$ cat src/inc/ccd_defines.vh
// Notes on behaviour
// stage 3.1 stays low for low field (bits 7:4) plus one input cycles
// stage 3.1 stays high for high field (bits 3:0) plus one input cycles
// stage 3.1 counts both reset to 2, so it divides by six
// stage 3.2 low/high counts in its own register; low count resets to 1
// group 3 phase register: 3.2 offset high nibble, 3.1 low nibble, reset 0
// stage 3.2 bypass bit powers down counting and passes its input clock
// stage 3.1 bypass bit powers down counting and passes its input clock
// group 3 obeys chip sync while nosync is zero, ignores it when one
// group 3 force bit drives output high; needs group 3 nosync set too
// stage 3.2 starts high when its start bit is one, else low
// stage 3.1 starts high when bit 0 is one, else low
// group 3 duty correction disable bit 0; zero keeps correction on
// stage 4.1 low/high counts in bits 7:4 and 3:0; low resets to 2
// group 4 phase register: 4.2 offset bits 7:4, 4.1 bits 3:0, reset 0
// stage 4.2 low/high counts in bits 7:4 and 3:0; low resets to 1
// group 4 control bits 5 and 4 bypass stages 4.2 and 4.1
// group 4 control bit 3 selects obeying or ignoring chip sync
// group 4 control bit 2 forces output high; needs group 4 nosync set
// group 4 control bits 1 and 0 set start levels of 4.2 and 4.1
// group 4 duty correction disable bit 0; correction on at reset
// stage x.1 output clocks stage x.2, ratios multiply
// on sync release obeying groups restart at start level after phase delay
`ifndef CCD_DEFINES_VH
`define CCD_DEFINES_VH

// ----------------------------------------
// register indices (byte address is four times the index)
// ----------------------------------------
`define CCD_IDX_G3_S1_CNT 9'h199
`define CCD_IDX_G3_PHASE 9'h19a
`define CCD_IDX_G3_S2_CNT 9'h19b
`define CCD_IDX_G3_CTRL 9'h19c
`define CCD_IDX_G3_DCC 9'h19d
`define CCD_IDX_G4_S1_CNT 9'h19e
`define CCD_IDX_G4_PHASE 9'h19f
`define CCD_IDX_G4_S2_CNT 9'h1a0
`define CCD_IDX_G4_CTRL 9'h1a1
`define CCD_IDX_G4_DCC 9'h1a2
`define CCD_IDX_STATUS 9'h1a3

// ----------------------------------------
// field positions
// ----------------------------------------
`define CCD_LOW_HI 7
`define CCD_LOW_LO 4
`define CCD_HIGH_HI 3
`define CCD_HIGH_LO 0
`define CCD_CTRL_BYP2 5
`define CCD_CTRL_BYP1 4
`define CCD_CTRL_NOSYNC 3
`define CCD_CTRL_FORCE 2
`define CCD_CTRL_START2 1
`define CCD_CTRL_START1 0
`define CCD_DCC_OFF 0

// ----------------------------------------
// reset values
// ----------------------------------------
`define CCD_RST_S1_CNT 8'h22
`define CCD_RST_S2_CNT 8'h11
`define CCD_RST_PHASE 8'h00
`define CCD_RST_CTRL 8'h00
`define CCD_RST_DCC 8'h00
`define CCD_CTRL_MASK 8'h3f

`endif

$ cat src/hw/ccd_top.v
`timescale 1ns/1ps
`include "ccd_defines.vh"

// ----------------------------------------
// one divider stage
// ----------------------------------------
module ccd_stage (
	input wire clk_i,
	input wire rst_i,
	input wire in_lvl_i,
	input wire in_rise_i,
	input wire [3:0] low_i,
	input wire [3:0] high_i,
	input wire [3:0] phase_i,
	input wire start_hi_i,
	input wire bypass_i,
	input wire hold_i,
	output wire out_o,
	output wire nxt_o,
	output wire rise_o
);
	reg out_q;
	reg out_d;
	reg [3:0] cnt_q;
	reg [3:0] cnt_d;
	reg [3:0] ph_q;
	reg [3:0] ph_d;

	always @* begin
		out_d = out_q;
		cnt_d = cnt_q;
		ph_d = ph_q;
		if (bypass_i) begin
			// counter held at zero, input level passed through
			out_d = in_lvl_i;
			cnt_d = 4'h0;
		end else if (hold_i) begin
			out_d = start_hi_i;
			cnt_d = 4'h0;
			ph_d = phase_i;
		end else if (in_rise_i) begin
			if (ph_q != 4'h0) begin
				ph_d = ph_q - 4'h1;
			end else if (cnt_q == (out_q ? high_i : low_i)) begin
				out_d = ~out_q;
				cnt_d = 4'h0;
			end else begin
				cnt_d = cnt_q + 4'h1;
			end
		end
	end

	always @(posedge clk_i) begin
		if (rst_i) begin
			out_q <= 1'b0;
			cnt_q <= 4'h0;
			ph_q <= 4'h0;
		end else begin
			out_q <= out_d;
			cnt_q <= cnt_d;
			ph_q <= ph_d;
		end
	end

	assign out_o = out_q;
	assign nxt_o = out_d;
	assign rise_o = out_d & ~out_q;
endmodule // ccd_stage

// ----------------------------------------
// two groups of cascaded stages with wishbone registers
// ----------------------------------------
module ccd_top (
	input wire clk_i,
	input wire rst_i,
	input wire wb_cyc_i,
	input wire wb_stb_i,
	input wire wb_we_i,
	input wire [10:2] wb_adr_i,
	input wire [3:0] wb_sel_i,
	input wire [31:0] wb_dat_i,
	output reg [31:0] wb_dat_o,
	output reg wb_ack_o,
	input wire dist_clk_i,
	input wire sync_i,
	output reg grp3_out_o,
	output reg grp4_out_o,
	output reg grp3_duty_correction_disable_o,
	output reg grp4_duty_correction_disable_o
);
	reg [7:0] g3_s1_cnt_q;
	reg [7:0] g3_phase_q;
	reg [7:0] g3_s2_cnt_q;
	reg [7:0] g3_ctrl_q;
	reg [7:0] g3_dcc_q;
	reg [7:0] g4_s1_cnt_q;
	reg [7:0] g4_phase_q;
	reg [7:0] g4_s2_cnt_q;
	reg [7:0] g4_ctrl_q;
	reg [7:0] g4_dcc_q;
	reg dist_q;
	reg init_q;
	reg [7:0] rd_d;
	wire wr_en;
	wire wr_g3_s1_cnt;
	wire wr_g3_phase;
	wire wr_g3_s2_cnt;
	wire wr_g3_ctrl;
	wire wr_g3_dcc;
	wire wr_g4_s1_cnt;
	wire wr_g4_phase;
	wire wr_g4_s2_cnt;
	wire wr_g4_ctrl;
	wire wr_g4_dcc;
	wire dist_rise;
	wire g3_hold;
	wire g4_hold;
	wire g3_s1_out;
	wire g3_s1_nxt;
	wire g3_s1_rise;
	wire g3_s2_out;
	wire g3_s2_nxt;
	wire g4_s1_out;
	wire g4_s1_nxt;
	wire g4_s1_rise;
	wire g4_s2_out;
	wire g4_s2_nxt;

	// ----------------------------------------
	// wishbone slave: one wait state, ack one cycle
	// ----------------------------------------
	function ccd_hit(input [8:0] adr, input [8:0] idx);
		begin
			ccd_hit = (adr == idx);
		end
	endfunction

	// writes land at the edge where the master sees ack, never a cycle early
	assign wr_en = wb_cyc_i & wb_stb_i & wb_we_i & wb_sel_i[0] & wb_ack_o;
	assign wr_g3_s1_cnt = wr_en & ccd_hit(wb_adr_i, `CCD_IDX_G3_S1_CNT);
	assign wr_g3_phase = wr_en & ccd_hit(wb_adr_i, `CCD_IDX_G3_PHASE);
	assign wr_g3_s2_cnt = wr_en & ccd_hit(wb_adr_i, `CCD_IDX_G3_S2_CNT);
	assign wr_g3_ctrl = wr_en & ccd_hit(wb_adr_i, `CCD_IDX_G3_CTRL);
	assign wr_g3_dcc = wr_en & ccd_hit(wb_adr_i, `CCD_IDX_G3_DCC);
	assign wr_g4_s1_cnt = wr_en & ccd_hit(wb_adr_i, `CCD_IDX_G4_S1_CNT);
	assign wr_g4_phase = wr_en & ccd_hit(wb_adr_i, `CCD_IDX_G4_PHASE);
	assign wr_g4_s2_cnt = wr_en & ccd_hit(wb_adr_i, `CCD_IDX_G4_S2_CNT);
	assign wr_g4_ctrl = wr_en & ccd_hit(wb_adr_i, `CCD_IDX_G4_CTRL);
	assign wr_g4_dcc = wr_en & ccd_hit(wb_adr_i, `CCD_IDX_G4_DCC);

	always @* begin
		case (wb_adr_i)
			`CCD_IDX_G3_S1_CNT: rd_d = g3_s1_cnt_q;
			`CCD_IDX_G3_PHASE: rd_d = g3_phase_q;
			`CCD_IDX_G3_S2_CNT: rd_d = g3_s2_cnt_q;
			`CCD_IDX_G3_CTRL: rd_d = g3_ctrl_q;
			`CCD_IDX_G3_DCC: rd_d = g3_dcc_q;
			`CCD_IDX_G4_S1_CNT: rd_d = g4_s1_cnt_q;
			`CCD_IDX_G4_PHASE: rd_d = g4_phase_q;
			`CCD_IDX_G4_S2_CNT: rd_d = g4_s2_cnt_q;
			`CCD_IDX_G4_CTRL: rd_d = g4_ctrl_q;
			`CCD_IDX_G4_DCC: rd_d = g4_dcc_q;
			`CCD_IDX_STATUS: rd_d = {2'b00, g4_hold, g3_hold, g4_s2_out, g4_s1_out, g3_s2_out, g3_s1_out};
			default: rd_d = 8'h00;
		endcase
	end

	always @(posedge clk_i) begin
		if (rst_i) begin
			wb_ack_o <= 1'b0;
			wb_dat_o <= 32'h0000_0000;
		end else begin
			wb_ack_o <= wb_cyc_i & wb_stb_i & ~wb_ack_o;
			wb_dat_o <= {24'h00_0000, rd_d};
		end
	end

	// ----------------------------------------
	// register file, one process per register
	// ----------------------------------------
	always @(posedge clk_i) begin
		if (rst_i) begin
			g3_s1_cnt_q <= `CCD_RST_S1_CNT;
		end else if (wr_g3_s1_cnt) begin
			g3_s1_cnt_q <= wb_dat_i[7:0];
		end
	end

	always @(posedge clk_i) begin
		if (rst_i) begin
			g3_phase_q <= `CCD_RST_PHASE;
		end else if (wr_g3_phase) begin
			g3_phase_q <= wb_dat_i[7:0];
		end
	end

	always @(posedge clk_i) begin
		if (rst_i) begin
			g3_s2_cnt_q <= `CCD_RST_S2_CNT;
		end else if (wr_g3_s2_cnt) begin
			g3_s2_cnt_q <= wb_dat_i[7:0];
		end
	end

	always @(posedge clk_i) begin
		if (rst_i) begin
			g3_ctrl_q <= `CCD_RST_CTRL;
		end else if (wr_g3_ctrl) begin
			g3_ctrl_q <= wb_dat_i[7:0] & `CCD_CTRL_MASK;
		end
	end

	always @(posedge clk_i) begin
		if (rst_i) begin
			g3_dcc_q <= `CCD_RST_DCC;
		end else if (wr_g3_dcc) begin
			g3_dcc_q <= {7'h00, wb_dat_i[`CCD_DCC_OFF]};
		end
	end

	always @(posedge clk_i) begin
		if (rst_i) begin
			g4_s1_cnt_q <= `CCD_RST_S1_CNT;
		end else if (wr_g4_s1_cnt) begin
			g4_s1_cnt_q <= wb_dat_i[7:0];
		end
	end

	always @(posedge clk_i) begin
		if (rst_i) begin
			g4_phase_q <= `CCD_RST_PHASE;
		end else if (wr_g4_phase) begin
			g4_phase_q <= wb_dat_i[7:0];
		end
	end

	always @(posedge clk_i) begin
		if (rst_i) begin
			g4_s2_cnt_q <= `CCD_RST_S2_CNT;
		end else if (wr_g4_s2_cnt) begin
			g4_s2_cnt_q <= wb_dat_i[7:0];
		end
	end

	always @(posedge clk_i) begin
		if (rst_i) begin
			g4_ctrl_q <= `CCD_RST_CTRL;
		end else if (wr_g4_ctrl) begin
			g4_ctrl_q <= wb_dat_i[7:0] & `CCD_CTRL_MASK;
		end
	end

	always @(posedge clk_i) begin
		if (rst_i) begin
			g4_dcc_q <= `CCD_RST_DCC;
		end else if (wr_g4_dcc) begin
			g4_dcc_q <= {7'h00, wb_dat_i[`CCD_DCC_OFF]};
		end
	end

	// ----------------------------------------
	// distribution clock edge and sync hold
	// ----------------------------------------
	// init_q restarts all stages once after reset whatever nosync says
	always @(posedge clk_i) begin
		if (rst_i) begin
			dist_q <= 1'b0;
			init_q <= 1'b1;
		end else begin
			dist_q <= dist_clk_i;
			init_q <= 1'b0;
		end
	end

	assign dist_rise = dist_clk_i & ~dist_q;
	assign g3_hold = init_q | (sync_i & ~g3_ctrl_q[`CCD_CTRL_NOSYNC]);
	assign g4_hold = init_q | (sync_i & ~g4_ctrl_q[`CCD_CTRL_NOSYNC]);

	// ----------------------------------------
	// group 3
	// ----------------------------------------
	ccd_stage u_g3_s1 (
		.clk_i(clk_i),
		.rst_i(rst_i),
		.in_lvl_i(dist_clk_i),
		.in_rise_i(dist_rise),
		.low_i(g3_s1_cnt_q[`CCD_LOW_HI:`CCD_LOW_LO]),
		.high_i(g3_s1_cnt_q[`CCD_HIGH_HI:`CCD_HIGH_LO]),
		.phase_i(g3_phase_q[3:0]),
		.start_hi_i(g3_ctrl_q[`CCD_CTRL_START1]),
		.bypass_i(g3_ctrl_q[`CCD_CTRL_BYP1]),
		.hold_i(g3_hold),
		.out_o(g3_s1_out),
		.nxt_o(g3_s1_nxt),
		.rise_o(g3_s1_rise)
	);

	// stage 2 counts the edges of stage 1
	ccd_stage u_g3_s2 (
		.clk_i(clk_i),
		.rst_i(rst_i),
		.in_lvl_i(g3_s1_nxt),
		.in_rise_i(g3_s1_rise),
		.low_i(g3_s2_cnt_q[`CCD_LOW_HI:`CCD_LOW_LO]),
		.high_i(g3_s2_cnt_q[`CCD_HIGH_HI:`CCD_HIGH_LO]),
		.phase_i(g3_phase_q[7:4]),
		.start_hi_i(g3_ctrl_q[`CCD_CTRL_START2]),
		.bypass_i(g3_ctrl_q[`CCD_CTRL_BYP2]),
		.hold_i(g3_hold),
		.out_o(g3_s2_out),
		.nxt_o(g3_s2_nxt),
		.rise_o()
	);

	// ----------------------------------------
	// group 4
	// ----------------------------------------
	ccd_stage u_g4_s1 (
		.clk_i(clk_i),
		.rst_i(rst_i),
		.in_lvl_i(dist_clk_i),
		.in_rise_i(dist_rise),
		.low_i(g4_s1_cnt_q[`CCD_LOW_HI:`CCD_LOW_LO]),
		.high_i(g4_s1_cnt_q[`CCD_HIGH_HI:`CCD_HIGH_LO]),
		.phase_i(g4_phase_q[3:0]),
		.start_hi_i(g4_ctrl_q[`CCD_CTRL_START1]),
		.bypass_i(g4_ctrl_q[`CCD_CTRL_BYP1]),
		.hold_i(g4_hold),
		.out_o(g4_s1_out),
		.nxt_o(g4_s1_nxt),
		.rise_o(g4_s1_rise)
	);

	ccd_stage u_g4_s2 (
		.clk_i(clk_i),
		.rst_i(rst_i),
		.in_lvl_i(g4_s1_nxt),
		.in_rise_i(g4_s1_rise),
		.low_i(g4_s2_cnt_q[`CCD_LOW_HI:`CCD_LOW_LO]),
		.high_i(g4_s2_cnt_q[`CCD_HIGH_HI:`CCD_HIGH_LO]),
		.phase_i(g4_phase_q[7:4]),
		.start_hi_i(g4_ctrl_q[`CCD_CTRL_START2]),
		.bypass_i(g4_ctrl_q[`CCD_CTRL_BYP2]),
		.hold_i(g4_hold),
		.out_o(g4_s2_out),
		.nxt_o(g4_s2_nxt),
		.rise_o()
	);

	// ----------------------------------------
	// group outputs
	// ----------------------------------------
	// force only acts while the group ignores sync, so a pending
	// sync can never fight a forced level
	always @(posedge clk_i) begin
		if (rst_i) begin
			grp3_out_o <= 1'b0;
			grp4_out_o <= 1'b0;
			grp3_duty_correction_disable_o <= 1'b0;
			grp4_duty_correction_disable_o <= 1'b0;
		end else begin
			if (g3_ctrl_q[`CCD_CTRL_NOSYNC] & g3_ctrl_q[`CCD_CTRL_FORCE]) begin
				grp3_out_o <= 1'b1;
			end else begin
				grp3_out_o <= g3_s2_nxt;
			end
			if (g4_ctrl_q[`CCD_CTRL_NOSYNC] & g4_ctrl_q[`CCD_CTRL_FORCE]) begin
				grp4_out_o <= 1'b1;
			end else begin
				grp4_out_o <= g4_s2_nxt;
			end
			grp3_duty_correction_disable_o <= g3_dcc_q[`CCD_DCC_OFF];
			grp4_duty_correction_disable_o <= g4_dcc_q[`CCD_DCC_OFF];
		end
	end
endmodule // ccd_top

$ cat config.mk
export PLATFORM = sky130hd
export DESIGN_NAME = ccd_top
export DESIGN_NICKNAME = d
export VERILOG_FILES = /design/src/hw/ccd_top.v
export VERILOG_INCLUDE_DIRS = /design/src /design/src/inc
export SDC_FILE = /design/constraint.sdc
export NUM_CORES = 1
export LEC_CHECK = 0
export BUFFER_PORTS_ARGS = -buffer_cell sky130_fd_sc_hd__buf_2
export CAP_MARGIN = 40
export CELL_PAD_IN_SITES_DETAIL_PLACEMENT = 0
export CELL_PAD_IN_SITES_GLOBAL_PLACEMENT = 1
export CORE_MARGIN = 3
export CORE_UTILIZATION = 46
export CTS_CLUSTER_SIZE = 40
export DETAILED_ROUTE_END_ITERATION = 6
export GPL_TIMING_DRIVEN = 0
export PLACE_DENSITY_LB_ADDON = 0.1
export SLEW_MARGIN = 20
export SYNTH_ARGS = -nofsm -noshare
export SYNTH_HDL_FRONTEND = slang
export SYNTH_SLANG_ARGS = --single-unit
$ cat constraint.sdc
create_clock -name clk_i -period 3.3 [get_ports clk_i]
set_input_delay 0.33 -clock clk_i [delete_from_list [all_inputs] [get_ports clk_i]]
set_output_delay 0.33 -clock clk_i [all_outputs]
set_load 0.1 [all_outputs]
==> out/results.txt <==
First-pass GRT wire length -> 28500 um
Vias in the first global route -> 5000
Pre-CTS setup slack -> 0.591 ns
Netlist cell types -> 67
Filler cell count -> 1178
Post-route ant nets -> 0
Die Y -> 120 um
Non-filler cells, final -> 945
Fin Hold WS -> 0.158 ns
Reg clk slew, reported paths -> 0.05 ns
Share of layout cells above drive strength 1 -> 0.152
Aggregate global-route resource usage -> 0.257
Die Wd -> 120 um
TritonCTS buffer count -> 17
Dpl hpwl -> 13400 um
Pin count of the biggest net entering global routing -> 17
CTS tree -> yes
# IOs -> 89
Detailed Route Iter0 Violations -> 689
Fmax achieved -> 0.362 GHz
Finished Cell Area -> 6960 um2
Max Cap Viol -> 0
# DRC -> 0
Critical setup path kind -> reg -> reg
Sequential area share after synthesis -> 0.380
Vias per inst -> 5.72
Core ar. -> 12300 um2
FF+latch count, synth -> 113
H-tree levels -> 4
Via Count -> 5410
Crit share post-route -> 0.838
Pre-Repair DR Iteration Count -> 6
Crit. End Element -> register
Clk pwr share -> 0.497
Nets -> 826
Root buffer cell -> clkbuf_16
Final Wtd Congestion -> 1.00
Reg2reg setup slack -> 0.53 ns
Post-Syn Area per Cell -> 8.60 um2
GR Overflow Total -> 0
Final critical-path required period -> 2.77 ns
Status -> complete, no violations
Combinational Power Share -> 0.103
Starting Density -> 0.483
Critical Path RT -> 3.60 ns
Clock buffer depth -> 2
# rows -> 40
Synthesized area -> 5950 um2
Final Slew Violations -> 0
CTS-repair resized insts -> 0
Commonest non-fill, non-tap cell in the layout -> dfxtp_1
Actual slew at the worst max-slew pin -> 0.896 ns
Final setup violation count -> 0
Hold_buf cts -> 0
Maximum vdd drop -> 0.520 mV
Power Density -> 499 nW/um2
Reg power frac -> 0.400
Post-CTS Setup Bufs -> 0
Fin util -> 0.565
Syn-to-layout area delta -> 17.0%
Routed len/inst -> 19.3 um
EDFF count, synth -> 0
Net Switching -> 0.923 mW
Post-Route Skew -> 0.00717 ns
Clk sink count -> 113
Worst Path Max Fanout -> 5
Ant diodes -> 0
Clock latency on the worst-skew pair -> 0.41 ns
Final Hold Viols -> 0
Post-Route WL -> 18200 um
Multi-input gate area -> 3360 um2
Final setup margin -> 0.535 ns
Static Leak -> 2.56 nW
Setup_tns -> 0 ns
Inst Count DP -> 913
Port-buffer cells -> 29
Pwr Total -> 3.47 mW
RSZ-0062 raised after global routing -> no
Seq. cell area -> 2260 um2
Commonest non-fill, non-tap cells in the layout -> dfxtp_1 (113), nor2_1 (99), mux2i_1 (77)
CP arrival -> 3.07 ns
Hold Path Class -> in -> reg
Fraction of registers with async set/reset -> 0
Ys flop type -> dfxtp_1
Synth Warn # -> 0
Synthesized instance count -> 692
Internal power -> 2.55 mW
Initial antenna violation count -> 0
Crit start category -> register
Sw frac -> 0.266
Worst relative slew slack -> 0.398
Die area -> 14300 um2
Placed cell areas -> 6400 um2
==> logic make-up (layout without fill, tap and decap cells) <==
| family | after synthesis | after routing | synth area share |
|---|---|---|---|
| compound gates | 132 | 132 | 0.146 |
| xor+xnor | 24 | 24 | 0.0353 |
| fa+ha+maj | 10 | 10 | 0.0210 |
| buf+inv | 75 | 137 | 0.0688 |
| flops | 113 | 113 | 0.380 |
| mux | 83 | 83 | 0.141 |
| other cells | 1 | 24 | 0.000630 |
| simple gates | 254 | 254 | 0.207 |
==> routing by layer <==
| layer | up-vias | track usage | wire, um | share of wire |
|---|---|---|---|---|
| li1 | 2552 | - | - | - |
| met5 | - | 0 | 0 | 0 |
| met2 | 263 | 0.387 | 7870 | 0.43 |
| met3 | 29 | 0.0646 | 1680 | 0.092 |
| met4 | 0 | 0.0644 | 323 | 0.018 |
| met1 | 2566 | 0.370 | 8350 | 0.46 |
==> cell usage after synthesis (all sizes together), types with 4 or more instances <==
cell type	count	area share
a21oi	43	0.037
a221oi	7	0.010
a22oi	19	0.024
a31oi	5	0.0053
buf	36	0.042
clkbuf	23	0.016
dfxtp	113	0.38
ha	10	0.021
inv	16	0.010
mux2	6	0.011
mux2i	77	0.13
nand2	66	0.042
nand2b	5	0.0053
nand3	11	0.0093
nand3b	4	0.0050
nor2	99	0.062
nor2b	7	0.0074
nor3	27	0.034
o211ai	5	0.0080
o21ai	22	0.019
o22ai	4	0.0042
o311ai	5	0.0074
or2	5	0.0053
or3	8	0.0084
xnor2	15	0.022
xor2	9	0.013
==> worst paths after layout <==
check | startpoint | end | depth (start not counted)
worst max-delay path | u_g4_s2.ph_q[0]$_SDFFE_PP0P_ | grp4_out_o$_SDFF_PP0_ | 9
worst min-delay path | rst_i | init_q$_DFF_P_ | 1
worst max register to register | u_g4_s2.ph_q[0]$_SDFFE_PP0P_ | grp4_out_o$_SDFF_PP0_ | 9
worst min register to register | wb_ack_o$_SDFF_PP0_ | wb_ack_o$_SDFF_PP0_ | 1
==> sequential cells by signal, indices dropped and copies added (netlist names), 6 cells and up <==
signal,cells
g3_ctrl_q,6
wb_dat_o,8
g4_ctrl_q,6
g4_s2_cnt_q,8
g4_phase_q,8
g3_phase_q,8
g4_s1_cnt_q,8
g3_s2_cnt_q,8
g3_s1_cnt_q,8
==> worst max-delay path, stage by stage (launching register included) <==
cell and delay (ns):
dfxtp_1 0.33, inv_1 0.06, ha_1 0.13, inv_1 0.05
or3_1 0.35, nor3_1 0.54, nand3_1 0.23, o21ai_0 0.55
o211ai_1 0.17, a31o_2 0.24
==> cell type report <==
class                           count  area share
Sequential cell                   113       0.325
Clock buffer                       22      0.0682
Multi-Input combinational cell    527       0.484
Inverter                           16     0.00863
Timing Repair Buffer               30      0.0219
Buffer                             59      0.0502
Tap cell                          168      0.0302
Clock inverter                     10      0.0122
==> power by group through the flow <==
stage          Clock [mW]  Combinational, mW  Sequential (mW)
2_1_floorplan           0              0.275             1.42
5_1_grt              1.79              0.381             1.39
6_report             1.73              0.357             1.39
4_1_cts              1.73              0.352             1.39
3_5_place_dp            0              0.351             1.42
3_3_place_gp            0              0.348             1.41
Note: power is estimated with default switching activity, not from simulation.
